$ cat src/rtl/rsc_pkg.sv
// constants and types for the radio spi command interpreter
package rsc_pkg;
	localparam logic [7:0] CMD_RD_REG = 8'h00;
	localparam logic [7:0] CMD_WR_REG = 8'h20;
	localparam logic [7:0] CMD_RD_RX = 8'h61;
	localparam logic [7:0] CMD_RD_WID = 8'h60;
	localparam logic [7:0] CMD_WR_TX = 8'hA0;
	localparam logic [7:0] CMD_WR_ACK = 8'hA8;
	localparam logic [7:0] CMD_WR_NOACK = 8'hB0;
	localparam logic [7:0] CMD_FLUSH_TX = 8'hE1;
	localparam logic [7:0] CMD_FLUSH_RX = 8'hE2;
	localparam logic [7:0] CMD_REUSE = 8'hE3;
	localparam logic [7:0] CMD_ACTIVATE = 8'h50;
	localparam logic [7:0] CMD_NOP = 8'hFF;
	localparam logic [7:0] ACT_FEATURES = 8'h73;
	localparam logic [7:0] ACT_BANK = 8'h53;
	localparam logic [4:0] REG_CONFIG = 5'h00;
	localparam logic [4:0] REG_STATUS = 5'h07;
	localparam logic [4:0] REG_FIFO_ST = 5'h17;
	localparam logic [4:0] BANK1_MSB_LAST = 5'h08;
	localparam logic [7:0] CONFIG_RESET = 8'h08;
	localparam int MASK_RX_BIT = 6;
	localparam int MASK_TX_BIT = 5;
	localparam int MASK_RT_BIT = 4;
	localparam int PWR_UP_BIT = 1;
	localparam logic [2:0] PIPE_EMPTY = 3'h7;
	localparam logic [2:0] PIPE_MAX = 3'h5;
	localparam int REG_BYTES = 5;
	localparam int PAYLOAD_BYTES = 32;
	localparam int QUEUE_DEPTH = 3;
	typedef enum logic [1:0] {RSC_IDLE, RSC_CMD, RSC_DATA} rsc_phase_t;
endpackage : rsc_pkg

$ cat src/rtl/rsc_queue.sv
// three-level payload queue with per-entry length and tag
`timescale 1ns/1ps
`default_nettype none
module rsc_queue
	import rsc_pkg::*;
#(
	parameter int DEPTH = QUEUE_DEPTH,
	parameter int BYTES = PAYLOAD_BYTES
)(
	input wire logic clock,
	input wire logic rst,
	input wire logic wr_byte,
	input wire logic [7:0] wr_data,
	input wire logic wr_commit,
	input wire logic [3:0] wr_tag,
	input wire logic rd_pop,
	input wire logic [4:0] rd_index,
	input wire logic flush,
	output logic [7:0] rd_data,
	output logic [5:0] head_len,
	output logic [3:0] head_tag,
	output logic empty,
	output logic full
);
	// pointers and count are two bits wide, byte indices five
	if (DEPTH < 1 || DEPTH > 3 || BYTES < 1 || BYTES > 32)
	begin : g_size_check
		$error("rsc_queue serves 1 to 3 entries of 1 to 32 bytes");
	end
	logic [7:0] mem_q [DEPTH][BYTES];
	logic [5:0] len_q [DEPTH];
	logic [3:0] tag_q [DEPTH];
	logic [1:0] head_q, tail_q, count_q;
	logic [5:0] fill_q;
	wire [1:0] tail_next = (tail_q == 2'(DEPTH - 1)) ? 2'd0 : tail_q + 2'd1;
	wire [1:0] head_next = (head_q == 2'(DEPTH - 1)) ? 2'd0 : head_q + 2'd1;
	wire do_push = wr_commit && !full && fill_q != 6'd0;
	wire do_pop = rd_pop && !empty;
	assign empty = count_q == 2'd0;
	assign full = count_q == 2'(DEPTH);
	always_ff @(posedge clock)
	begin
		if (wr_byte && !full && fill_q < 6'(BYTES))
			mem_q[tail_q][fill_q[4:0]] <= wr_data;
	end
	always_ff @(posedge clock)
	begin
		if (rst || flush)
		begin
			head_q <= 2'd0;
			tail_q <= 2'd0;
			count_q <= 2'd0;
			fill_q <= 6'd0;
		end
		else
		begin
			if (wr_byte && !full && fill_q < 6'(BYTES))
				fill_q <= fill_q + 6'd1;
			if (do_push)
			begin
				len_q[tail_q] <= fill_q;
				tag_q[tail_q] <= wr_tag;
				tail_q <= tail_next;
				fill_q <= 6'd0;
			end
			else if (wr_commit)
				fill_q <= 6'd0;
			if (do_pop)
				head_q <= head_next;
			count_q <= count_q + 2'(do_push) - 2'(do_pop);
		end
	end
	always_ff @(posedge clock)
	begin
		rd_data <= mem_q[head_q][rd_index];
		head_len <= empty ? 6'd0 : len_q[head_q];
		head_tag <= empty ? 4'd0 : tag_q[head_q];
	end
endmodule : rsc_queue
`default_nettype wire

$ cat src/rtl/rsc_spi_core.sv
// spi command interpreter with registers, payload queues and interrupt
`timescale 1ns/1ps
`default_nettype none
module rsc_spi_core
	import rsc_pkg::*;
(
	input wire logic clock,
	input wire logic rst,
	input wire logic sck,
	input wire logic csn,
	input wire logic mosi,
	output logic miso,
	output logic miso_oe,
	output logic irq_n,
	input wire logic ev_sent,
	input wire logic ev_received,
	input wire logic [2:0] ev_pipe,
	input wire logic ev_retry_limit,
	input wire logic radio_idle,
	input wire logic tx_pop,
	input wire logic rx_byte,
	input wire logic [7:0] rx_byte_data,
	input wire logic rx_commit,
	input wire logic [5:0] pipe_lost,
	output logic [7:0] tx_head_data,
	input wire logic [4:0] tx_head_index,
	output logic [5:0] tx_head_len,
	output logic tx_head_noack,
	output logic [2:0] tx_head_pipe,
	output logic tx_ready,
	output logic tx_stalled,
	output logic reuse_active,
	output logic radio_hold,
	output logic features_on,
	output logic bank_sel,
	output logic [7:0] config_out
);
	// pin synchronisers; first stage read only by the second
	logic [2:0] sck_s1_q, sck_s2_q;
	logic sck_s3_q;
	always_ff @(posedge clock)
	begin
		sck_s1_q <= {sck, csn, mosi};
		sck_s2_q <= sck_s1_q;
		sck_s3_q <= sck_s2_q[2];
	end
	wire sck_sync = sck_s2_q[2];
	wire csn_sync = sck_s2_q[1];
	wire mosi_sync = sck_s2_q[0];
	wire sck_rise = sck_sync && !sck_s3_q;
	wire sck_fall = !sck_sync && sck_s3_q;
	rsc_phase_t phase_q;
	logic [7:0] shin_q, shout_q, cmd_q;
	logic [2:0] bit_q;
	logic [5:0] byte_q;
	logic [7:0] config_q;
	logic sent_q, recv_q, retry_q;
	logic [2:0] pipe_q;
	logic reuse_q, feat_q, bank_q;
	logic [39:0] regs_q [32];
	logic irq_q;
	wire [7:0] rx_data, tx_data_unused;
	wire [5:0] rx_len;
	wire [3:0] rx_tag, tx_tag;
	wire rx_empty, rx_full, tx_empty, tx_full;
	wire byte_done = sck_rise && bit_q == 3'd7;
	wire [7:0] byte_in = {shin_q[6:0], mosi_sync};
	wire [7:0] status_byte = {bank_q, recv_q, sent_q, retry_q, pipe_q, tx_full};
	wire [7:0] fifo_byte = {1'b0, reuse_q, tx_full, tx_empty, 2'b00, rx_full,
		rx_empty};
	wire standby = !config_q[PWR_UP_BIT] || radio_idle;
	wire in_data = phase_q == RSC_DATA;
	wire is_rd_reg = cmd_q[7:5] == CMD_RD_REG[7:5];
	wire is_wr_reg = cmd_q[7:5] == CMD_WR_REG[7:5];
	wire is_ack_wr = cmd_q[7:3] == CMD_WR_ACK[7:3] &&
		cmd_q[2:0] <= PIPE_MAX;
	wire is_tx_wr = cmd_q == CMD_WR_TX || (feat_q && cmd_q == CMD_WR_NOACK) ||
		(feat_q && is_ack_wr);
	wire [4:0] addr = cmd_q[4:0];
	// bank one low registers send their bytes most significant first
	wire msb_first = bank_q && addr <= BANK1_MSB_LAST;
	wire [2:0] lane = msb_first ? 3'(REG_BYTES - 1) - byte_q[2:0] :
		byte_q[2:0];
	wire [39:0] reg_word = addr == REG_STATUS ? {32'h0000_0000, status_byte} :
		addr == REG_CONFIG ? {32'h0000_0000, config_q} :
		addr == REG_FIFO_ST ? {32'h0000_0000, fifo_byte} : regs_q[addr];
	wire [7:0] reg_lane = byte_q < 6'(REG_BYTES) ? reg_word[lane * 8 +: 8] :
		8'h00;
	wire [7:0] next_out = is_rd_reg ? reg_lane :
		cmd_q == CMD_RD_RX ? rx_data :
		(cmd_q == CMD_RD_WID && feat_q) ? {2'b00, rx_len} : 8'h00;
	wire wr_ok = in_data && byte_done && is_wr_reg && standby;
	wire act_byte = in_data && byte_done && cmd_q == CMD_ACTIVATE &&
		byte_q == 6'd0 && standby;
	wire tx_byte_wr = in_data && byte_done && is_tx_wr;
	wire cmd_end = csn_sync && phase_q != RSC_IDLE;
	wire tx_commit = cmd_end && is_tx_wr;
	wire rx_read_end = cmd_end && cmd_q == CMD_RD_RX && byte_q != 6'd0;
	wire cmd_taken = phase_q == RSC_CMD && byte_done;
	wire [7:0] new_cmd = byte_in;
	wire flush_tx = cmd_taken && new_cmd == CMD_FLUSH_TX;
	wire flush_rx = cmd_taken && new_cmd == CMD_FLUSH_RX;
	wire set_reuse = cmd_taken && new_cmd == CMD_REUSE;
	wire clear_reuse = flush_tx || tx_commit;
	wire [3:0] wr_tag = cmd_q == CMD_WR_NOACK ? 4'h8 :
		is_ack_wr ? {1'b0, cmd_q[2:0]} : 4'h0;
	wire [4:0] rd_idx = byte_q[4:0] + 5'(byte_done ? 1 : 0);
	wire clr_wr = wr_ok && addr == REG_STATUS && byte_q == 6'd0;
	wire [2:0] sflag = {ev_received, ev_sent, ev_retry_limit};
	wire [2:0] cflag = clr_wr ? byte_in[6:4] : 3'b000;
	wire irq_d = (recv_q && !config_q[MASK_RX_BIT]) ||
		(sent_q && !config_q[MASK_TX_BIT]) ||
		(retry_q && !config_q[MASK_RT_BIT]);
	rsc_queue #(.DEPTH(QUEUE_DEPTH), .BYTES(PAYLOAD_BYTES)) u_txq (
		.clock(clock),
		.rst(rst),
		.wr_byte(tx_byte_wr),
		.wr_data(byte_in),
		.wr_commit(tx_commit),
		.wr_tag(wr_tag),
		.rd_pop(tx_pop && !reuse_q && !retry_q),
		.rd_index(tx_head_index),
		.flush(flush_tx),
		.rd_data(tx_data_unused),
		.head_len(tx_head_len),
		.head_tag(tx_tag),
		.empty(tx_empty),
		.full(tx_full)
	);
	rsc_queue #(.DEPTH(QUEUE_DEPTH), .BYTES(PAYLOAD_BYTES)) u_rxq (
		.clock(clock),
		.rst(rst),
		.wr_byte(rx_byte),
		.wr_data(rx_byte_data),
		.wr_commit(rx_commit),
		.wr_tag({1'b0, ev_pipe}),
		.rd_pop(rx_read_end),
		.rd_index(rd_idx),
		.flush(flush_rx),
		.rd_data(rx_data),
		.head_len(rx_len),
		.head_tag(rx_tag),
		.empty(rx_empty),
		.full(rx_full)
	);
	assign tx_head_data = tx_data_unused;
	assign tx_head_noack = tx_tag[3];
	assign tx_head_pipe = tx_tag[2:0];
	// lost links only stall; a flush or the pipe_lost bit dropping ends the stall
	assign tx_stalled = !tx_empty && pipe_lost[tx_tag[2:0]];
	assign tx_ready = !tx_empty && !tx_stalled && !retry_q;
	assign reuse_active = reuse_q;
	assign radio_hold = retry_q;
	assign features_on = feat_q;
	assign bank_sel = bank_q;
	assign config_out = config_q;
	assign irq_n = !irq_q;
	assign miso = shout_q[7];
	assign miso_oe = !csn_sync;
	always_ff @(posedge clock)
	begin
		if (rst || csn_sync)
		begin
			phase_q <= csn_sync ? RSC_IDLE : RSC_CMD;
			bit_q <= 3'd0;
			byte_q <= 6'd0;
			cmd_q <= CMD_NOP;
			shin_q <= 8'h00;
		end
		else
		begin
			case (phase_q)
				RSC_IDLE: phase_q <= RSC_CMD;
				RSC_CMD:
					if (byte_done)
					begin
						cmd_q <= new_cmd;
						phase_q <= RSC_DATA;
					end
				RSC_DATA:
					if (byte_done)
						byte_q <= byte_q + 6'd1;
				default: phase_q <= RSC_IDLE;
			endcase
			if (sck_rise)
			begin
				shin_q <= byte_in;
				bit_q <= bit_q + 3'd1;
			end
		end
	end
	// status preloads on select fall and shifts with the command byte
	always_ff @(posedge clock)
	begin
		if (rst)
			shout_q <= 8'h00;
		else if (phase_q == RSC_IDLE)
			shout_q <= status_byte;
		else if (sck_fall && bit_q == 3'd0 && phase_q == RSC_DATA)
			shout_q <= next_out;
		else if (sck_fall)
			shout_q <= {shout_q[6:0], 1'b0};
	end
	always_ff @(posedge clock)
	begin
		if (rst)
		begin
			config_q <= CONFIG_RESET;
			feat_q <= 1'b0;
			bank_q <= 1'b0;
		end
		else
		begin
			if (wr_ok && addr == REG_CONFIG && byte_q == 6'd0)
				config_q <= byte_in;
			if (act_byte && byte_in == ACT_FEATURES)
				feat_q <= !feat_q;
			if (act_byte && byte_in == ACT_BANK)
				bank_q <= !bank_q;
		end
	end
	always_ff @(posedge clock)
	begin
		if (wr_ok && byte_q < 6'(REG_BYTES) && addr != REG_STATUS)
			regs_q[addr][lane * 8 +: 8] <= byte_in;
	end
	// hardware set wins over a same-cycle host clear
	always_ff @(posedge clock)
	begin
		if (rst)
		begin
			recv_q <= 1'b0;
			sent_q <= 1'b0;
			retry_q <= 1'b0;
			reuse_q <= 1'b0;
			irq_q <= 1'b0;
			pipe_q <= PIPE_EMPTY;
		end
		else
		begin
			recv_q <= sflag[2] || (recv_q && !cflag[2]);
			sent_q <= sflag[1] || (sent_q && !cflag[1]);
			retry_q <= sflag[0] || (retry_q && !cflag[0]);
			if (set_reuse)
				reuse_q <= 1'b1;
			else if (clear_reuse)
				reuse_q <= 1'b0;
			irq_q <= irq_d;
			if ((irq_d && !irq_q) || rx_empty)
				pipe_q <= rx_empty ? PIPE_EMPTY : rx_tag[2:0];
		end
	end
	a_irq_follows: assert property (
		@(posedge clock) disable iff (rst)
		irq_d |=> !irq_n)
		else $error("irq not asserted");
	a_mask_blocks: assert property (
		@(posedge clock) disable iff (rst)
		&config_q[6:4] |=> irq_n)
		else $error("masked irq asserted");
	a_recv_set: assert property (
		@(posedge clock) disable iff (rst)
		ev_received |=> recv_q)
		else $error("received flag lost its set");
	a_reuse_clear: assert property (
		@(posedge clock) disable iff (rst)
		flush_tx && !set_reuse |=> !reuse_q)
		else $error("reuse kept");
	a_reuse_commit: assert property (
		@(posedge clock) disable iff (rst)
		tx_commit && !set_reuse |=> !reuse_q)
		else $error("reuse kept after payload write");
	a_reuse_set: assert property (
		@(posedge clock) disable iff (rst)
		set_reuse |=> reuse_q)
		else $error("reuse not set");
	a_reuse_hold: assert property (
		@(posedge clock) disable iff (rst)
		reuse_q && !tx_empty && !flush_tx |=> !tx_empty)
		else $error("reused payload lost");
	a_retry_keep: assert property (
		@(posedge clock) disable iff (rst)
		retry_q && !tx_empty && !flush_tx |=> !tx_empty)
		else $error("payload lost");
	a_nop_status: assert property (
		@(posedge clock) disable iff (rst)
		phase_q == RSC_IDLE |=> shout_q == $past(status_byte))
		else $error("status not loaded");
	a_pipe_empty: assert property (
		@(posedge clock) disable iff (rst)
		rx_empty |=> pipe_q == PIPE_EMPTY)
		else $error("pipe field not empty code");
	a_flush_rx: assert property (
		@(posedge clock) disable iff (rst)
		flush_rx |=> rx_empty)
		else $error("rx not flushed");
	a_bank_toggle: assert property (
		@(posedge clock) disable iff (rst)
		act_byte && byte_in == ACT_BANK |=> bank_q != $past(bank_q))
		else $error("bank not toggled");
	a_act_gate: assert property (
		@(posedge clock) disable iff (rst)
		!standby |=> feat_q == $past(feat_q) && bank_q == $past(bank_q))
		else $error("activate while active");
	a_write_gate: assert property (
		@(posedge clock) disable iff (rst)
		!standby && !rst |=> config_q == $past(config_q))
		else $error("write while active");
endmodule : rsc_spi_core
`default_nettype wire

$ cat config.mk
export PLATFORM = sky130hd
export DESIGN_NAME = rsc_spi_core
export DESIGN_NICKNAME = d
export VERILOG_FILES = /design/src/rtl/rsc_pkg.sv /design/src/rtl/rsc_queue.sv /design/src/rtl/rsc_spi_core.sv
export SDC_FILE = /design/constraint.sdc
export NUM_CORES = 2
export LEC_CHECK = 0
export BUFFER_PORTS_ARGS = -buffer_cell sky130_fd_sc_hd__buf_2
export CORE_MARGIN = 1
export CORE_UTILIZATION = 60
export CTS_CLUSTER_SIZE = 28
export DETAILED_ROUTE_END_ITERATION = 10
export PLACE_DENSITY_LB_ADDON = 0.08
export SKIP_CTS_REPAIR_TIMING = 1
export SKIP_LAST_GASP = 1
export SYNTH_ARGS = -nofsm -noshare
export SYNTH_HDL_FRONTEND = slang
export SYNTH_SLANG_ARGS = --single-unit
$ cat constraint.sdc
create_clock -name clock -period 7.7 [get_ports clock]
set_input_delay 2.31 -clock clock [delete_from_list [all_inputs] [get_ports clock]]
set_output_delay 2.31 -clock clock [all_outputs]
set_load 0.05 [all_outputs]
==> impl_metrics.env <==
export IMPL_clock_sinks=3000
export IMPL_die_area_sq_mm=0.198
export IMPL_hold_path_startpoint="sck_s1_q[2]"
export IMPL_drive_gt1_share_pct=22.8
export IMPL_worst_pin_slew_ns=1.33
export IMPL_grt_pass1_wl_microns=408000
export IMPL_crit_start="pipe_lost[5]"
export IMPL_rows=162
export IMPL_slew_headroom_pct=10.5
export IMPL_grt_ovfl_total=0
export IMPL_power_mw=32.7
export IMPL_syn_area_sq_mm=0.118
export IMPL_grt_use_met3_pct=6.75
export IMPL_htreeDepth=5
export IMPL_required_ns=5.39
export IMPL_drt_total_wl_microns=281000
export IMPL_stdcell_count=9046
export IMPL_ys_types=90
export IMPL_track_usage_pct=28.7
export IMPL_synth_flop_cell="edfxtp_1"
export IMPL_avgViaCountPerCell=6.51
export IMPL_cts_root_buf="clkbuf_16"
export IMPL_irDropWorstVdd_mv=0.232
export IMPL_arrival_ns=3.54
export IMPL_cts_tree="done"
export IMPL_ios=69
export IMPL_portBuffers=68
export IMPL_path_common_cell="buf_2"
export IMPL_drc=0
export IMPL_layout_nets=6234
export IMPL_cpPeakStageDelay_ns=0.46
export IMPL_first_iter_violations=6882
export IMPL_first_global_vias=58200
export IMPL_busiest_layer="met2"
export IMPL_hold_class="reg2reg"
export IMPL_vias=58900
export IMPL_setup_viol=0
export IMPL_antenna_left=0
export IMPL_max_freq_mhz=171
export IMPL_groute_layer_met1_usage_pct=42.0
export IMPL_firstDrtPassIters=8
export IMPL_rsz0062_at_grt="false"
export IMPL_syn_inst=5919
export IMPL_detail_route_wl_per_cell_microns=31.1
export IMPL_fin_crit_ns=5.85
export IMPL_core_area_sq_mm=0.195
export IMPL_fin_setup_tns_ns=0
export IMPL_worstReg2RegStart="byte_q[0]"
export IMPL_async_reset_ff_share_pct=0
export IMPL_worstSetupPathType="in2out"
export IMPL_fp_dieW_microns=445
export IMPL_cp_start_kind="input pin"
export IMPL_grt_max_degree=111
export IMPL_endpoint_kind="primary output"
export IMPL_clock_skew_ns=0.0394
export IMPL_antenna_found_initial=11
export IMPL_yosysWarningCount=0
export IMPL_gp_congestion=0.955
export IMPL_crit_chain="buf_2, mux4_2, mux2i_1, nor3b_1, buf_2"
export IMPL_initial_core_util_pct=60.4
export IMPL_synth_edff_count=2875
export IMPL_clk_latency_ns=0.95
export IMPL_dpl_hpwl_microns=169000
export IMPL_ys_seq_area_share_pct=75.4
export IMPL_clk_pin_slew_worst_paths_ns=0.06
export IMPL_die_y_microns=445
export IMPL_area_growth_pct=11.5
export IMPL_ys_ff_latch=3000
export IMPL_cp_max_fo=2
export IMPL_dpl_cell_area_sq_mm=0.122
export IMPL_postSynthAreaPerCell_sq_um=19.9
export IMPL_period_share_pct=76.0
export IMPL_fin_area_sq_mm=0.131
export IMPL_clock_path_buffers=4
export IMPL_p_per_area_mw_per_mm2=249
export IMPL_maxCapViolations=0
export IMPL_hold_violations=0
export IMPL_slowest_stage="mux4_2"
export IMPL_outcome="completed"
export IMPL_cts_buffers_inserted=312
export IMPL_grtUsageMet2_pct=43.5
export IMPL_finalMaxSlewViolations=0
export IMPL_p_leak_nw=41.7
export IMPL_place_inst=8488
==> cells in the final DEF, fill, tap and decap left out, drive strengths merged, types with 19 or more instances in the layout <==
cell type and n:
inv 34, nor3 130, clkbuf 402, o21ai 32, conb 40, edfxtp 2875
clkinv 102, mux4 732, nand2 152, dfxtp 125, nor2 567, a221oi 23
nand2b 19, ha 22, a22oi 33, and2 55, mux2i 269, bufinv 27
buf 258, a21oi 223, nor2b 28, nand3 25
==> power breakdown <==
part	switching [mW]	total, mW	internal (mW)	leakage (nW)
Sequential	0.0263	17.7	17.7	27.1
Combinational	0.296	0.428	0.132	9.90
Clock	5.97	14.5	8.53	4.75
==> kinds of logic after synthesis <==
logic type / synth area share (%)
multiplexers: 16.4
other: 0.00318
adder cells (fa/ha/maj): 0.234
buffers and inverters: 1.53
XOR/XNOR: 0.177
flip-flops: 75.4
AO/OA/AOI/OAI: 2.24
AND/OR/NAND/NOR: 4.05
==> registers in the layout, indices dropped and copies added, names as in the netlist, 9 cells and up, named ones only <==
| name | flops |
|---|---|
| regs_q | 1280 |
| u_rxq.len_q | 18 |
| u_rxq.mem_q | 768 |
| u_rxq.tag_q | 9 |
| u_txq.len_q | 18 |
| u_txq.mem_q | 768 |
| u_txq.tag_q | 12 |
==> path summary, 6_finish.rpt <==
path / endpoint / slack [ns] / depth (start not counted)
max: tx_ready / 1.85 / 5
min: sck_s2_q[2] / 0.34 / 0
max reg2reg: regs_q[10][28] / 2.10 / 11
min reg2reg: sck_s2_q[2] / 0.34 / 0
==> Yosys cell counts, drive strengths merged (11+ instances only) <==
cell	n	share of area, %
a211oi	16	0.10
nor4	14	0.087
edfxtp	2875	73
nand2	152	0.49
and2	55	0.29
o21ai	32	0.14
o211ai	12	0.076
clkbuf	201	0.64
a21oi	223	0.95
ha	22	0.23
dfxtp	125	2.1
nor2b	28	0.15
nand2b	19	0.10
buf	151	0.79
nand3	25	0.11
a2111oi	11	0.10
a221oi	23	0.18
inv	31	0.099
mux2i	269	2.3
a22oi	33	0.21
nor3	130	0.56
mux4	732	14
nor2	567	1.8
xor2	14	0.11
==> cell type report <==
| cell class | count | area, sq um |
|---|---|---|
| antenna | 18 | 45.0 |
| inverter | 32 | 123 |
| sequential | 3000 | 88900 |
| multi-input combinational | 2574 | 27400 |
| timing repair buffer | 258 | 1910 |
| fill | 12500 | 63700 |
| clock inverter | 138 | 1350 |
| tap | 2624 | 3280 |
| clock buffer | 402 | 8350 |
==> per-layer routing <==
| metal | wire length (microns) | part of all wire [%] |
|---|---|---|
| met4 | 9060 | 3.2 |
| met5 | 96 | 0.034 |
| met2 | 132000 | 47 |
| met1 | 114000 | 41 |
| met3 | 25400 | 9.0 |
==> stage by stage <==
stage | setup slack (ns) | hold WS [ns] | util, %
after global routing | 1.74 | 0.339 | 67.3
after CTS | 1.85 | 0.331 | 67.3
after global placement | 1.85 | 0.316 | 62.3
after detailed placement | 1.86 | 0.314 | 62.3
after floorplan | 1.30 | 0.310 | -
final | 1.85 | 0.336 | 67.4
==> critical path: cells and delay by family <==
kind | cells | cell delay [ns]
and+or+nand+nor | 1 | 0.20
muxes | 2 | 0.64
buffers and inverters | 2 | 0.38
No activity file was read; power rests on OpenSTA's default activity.
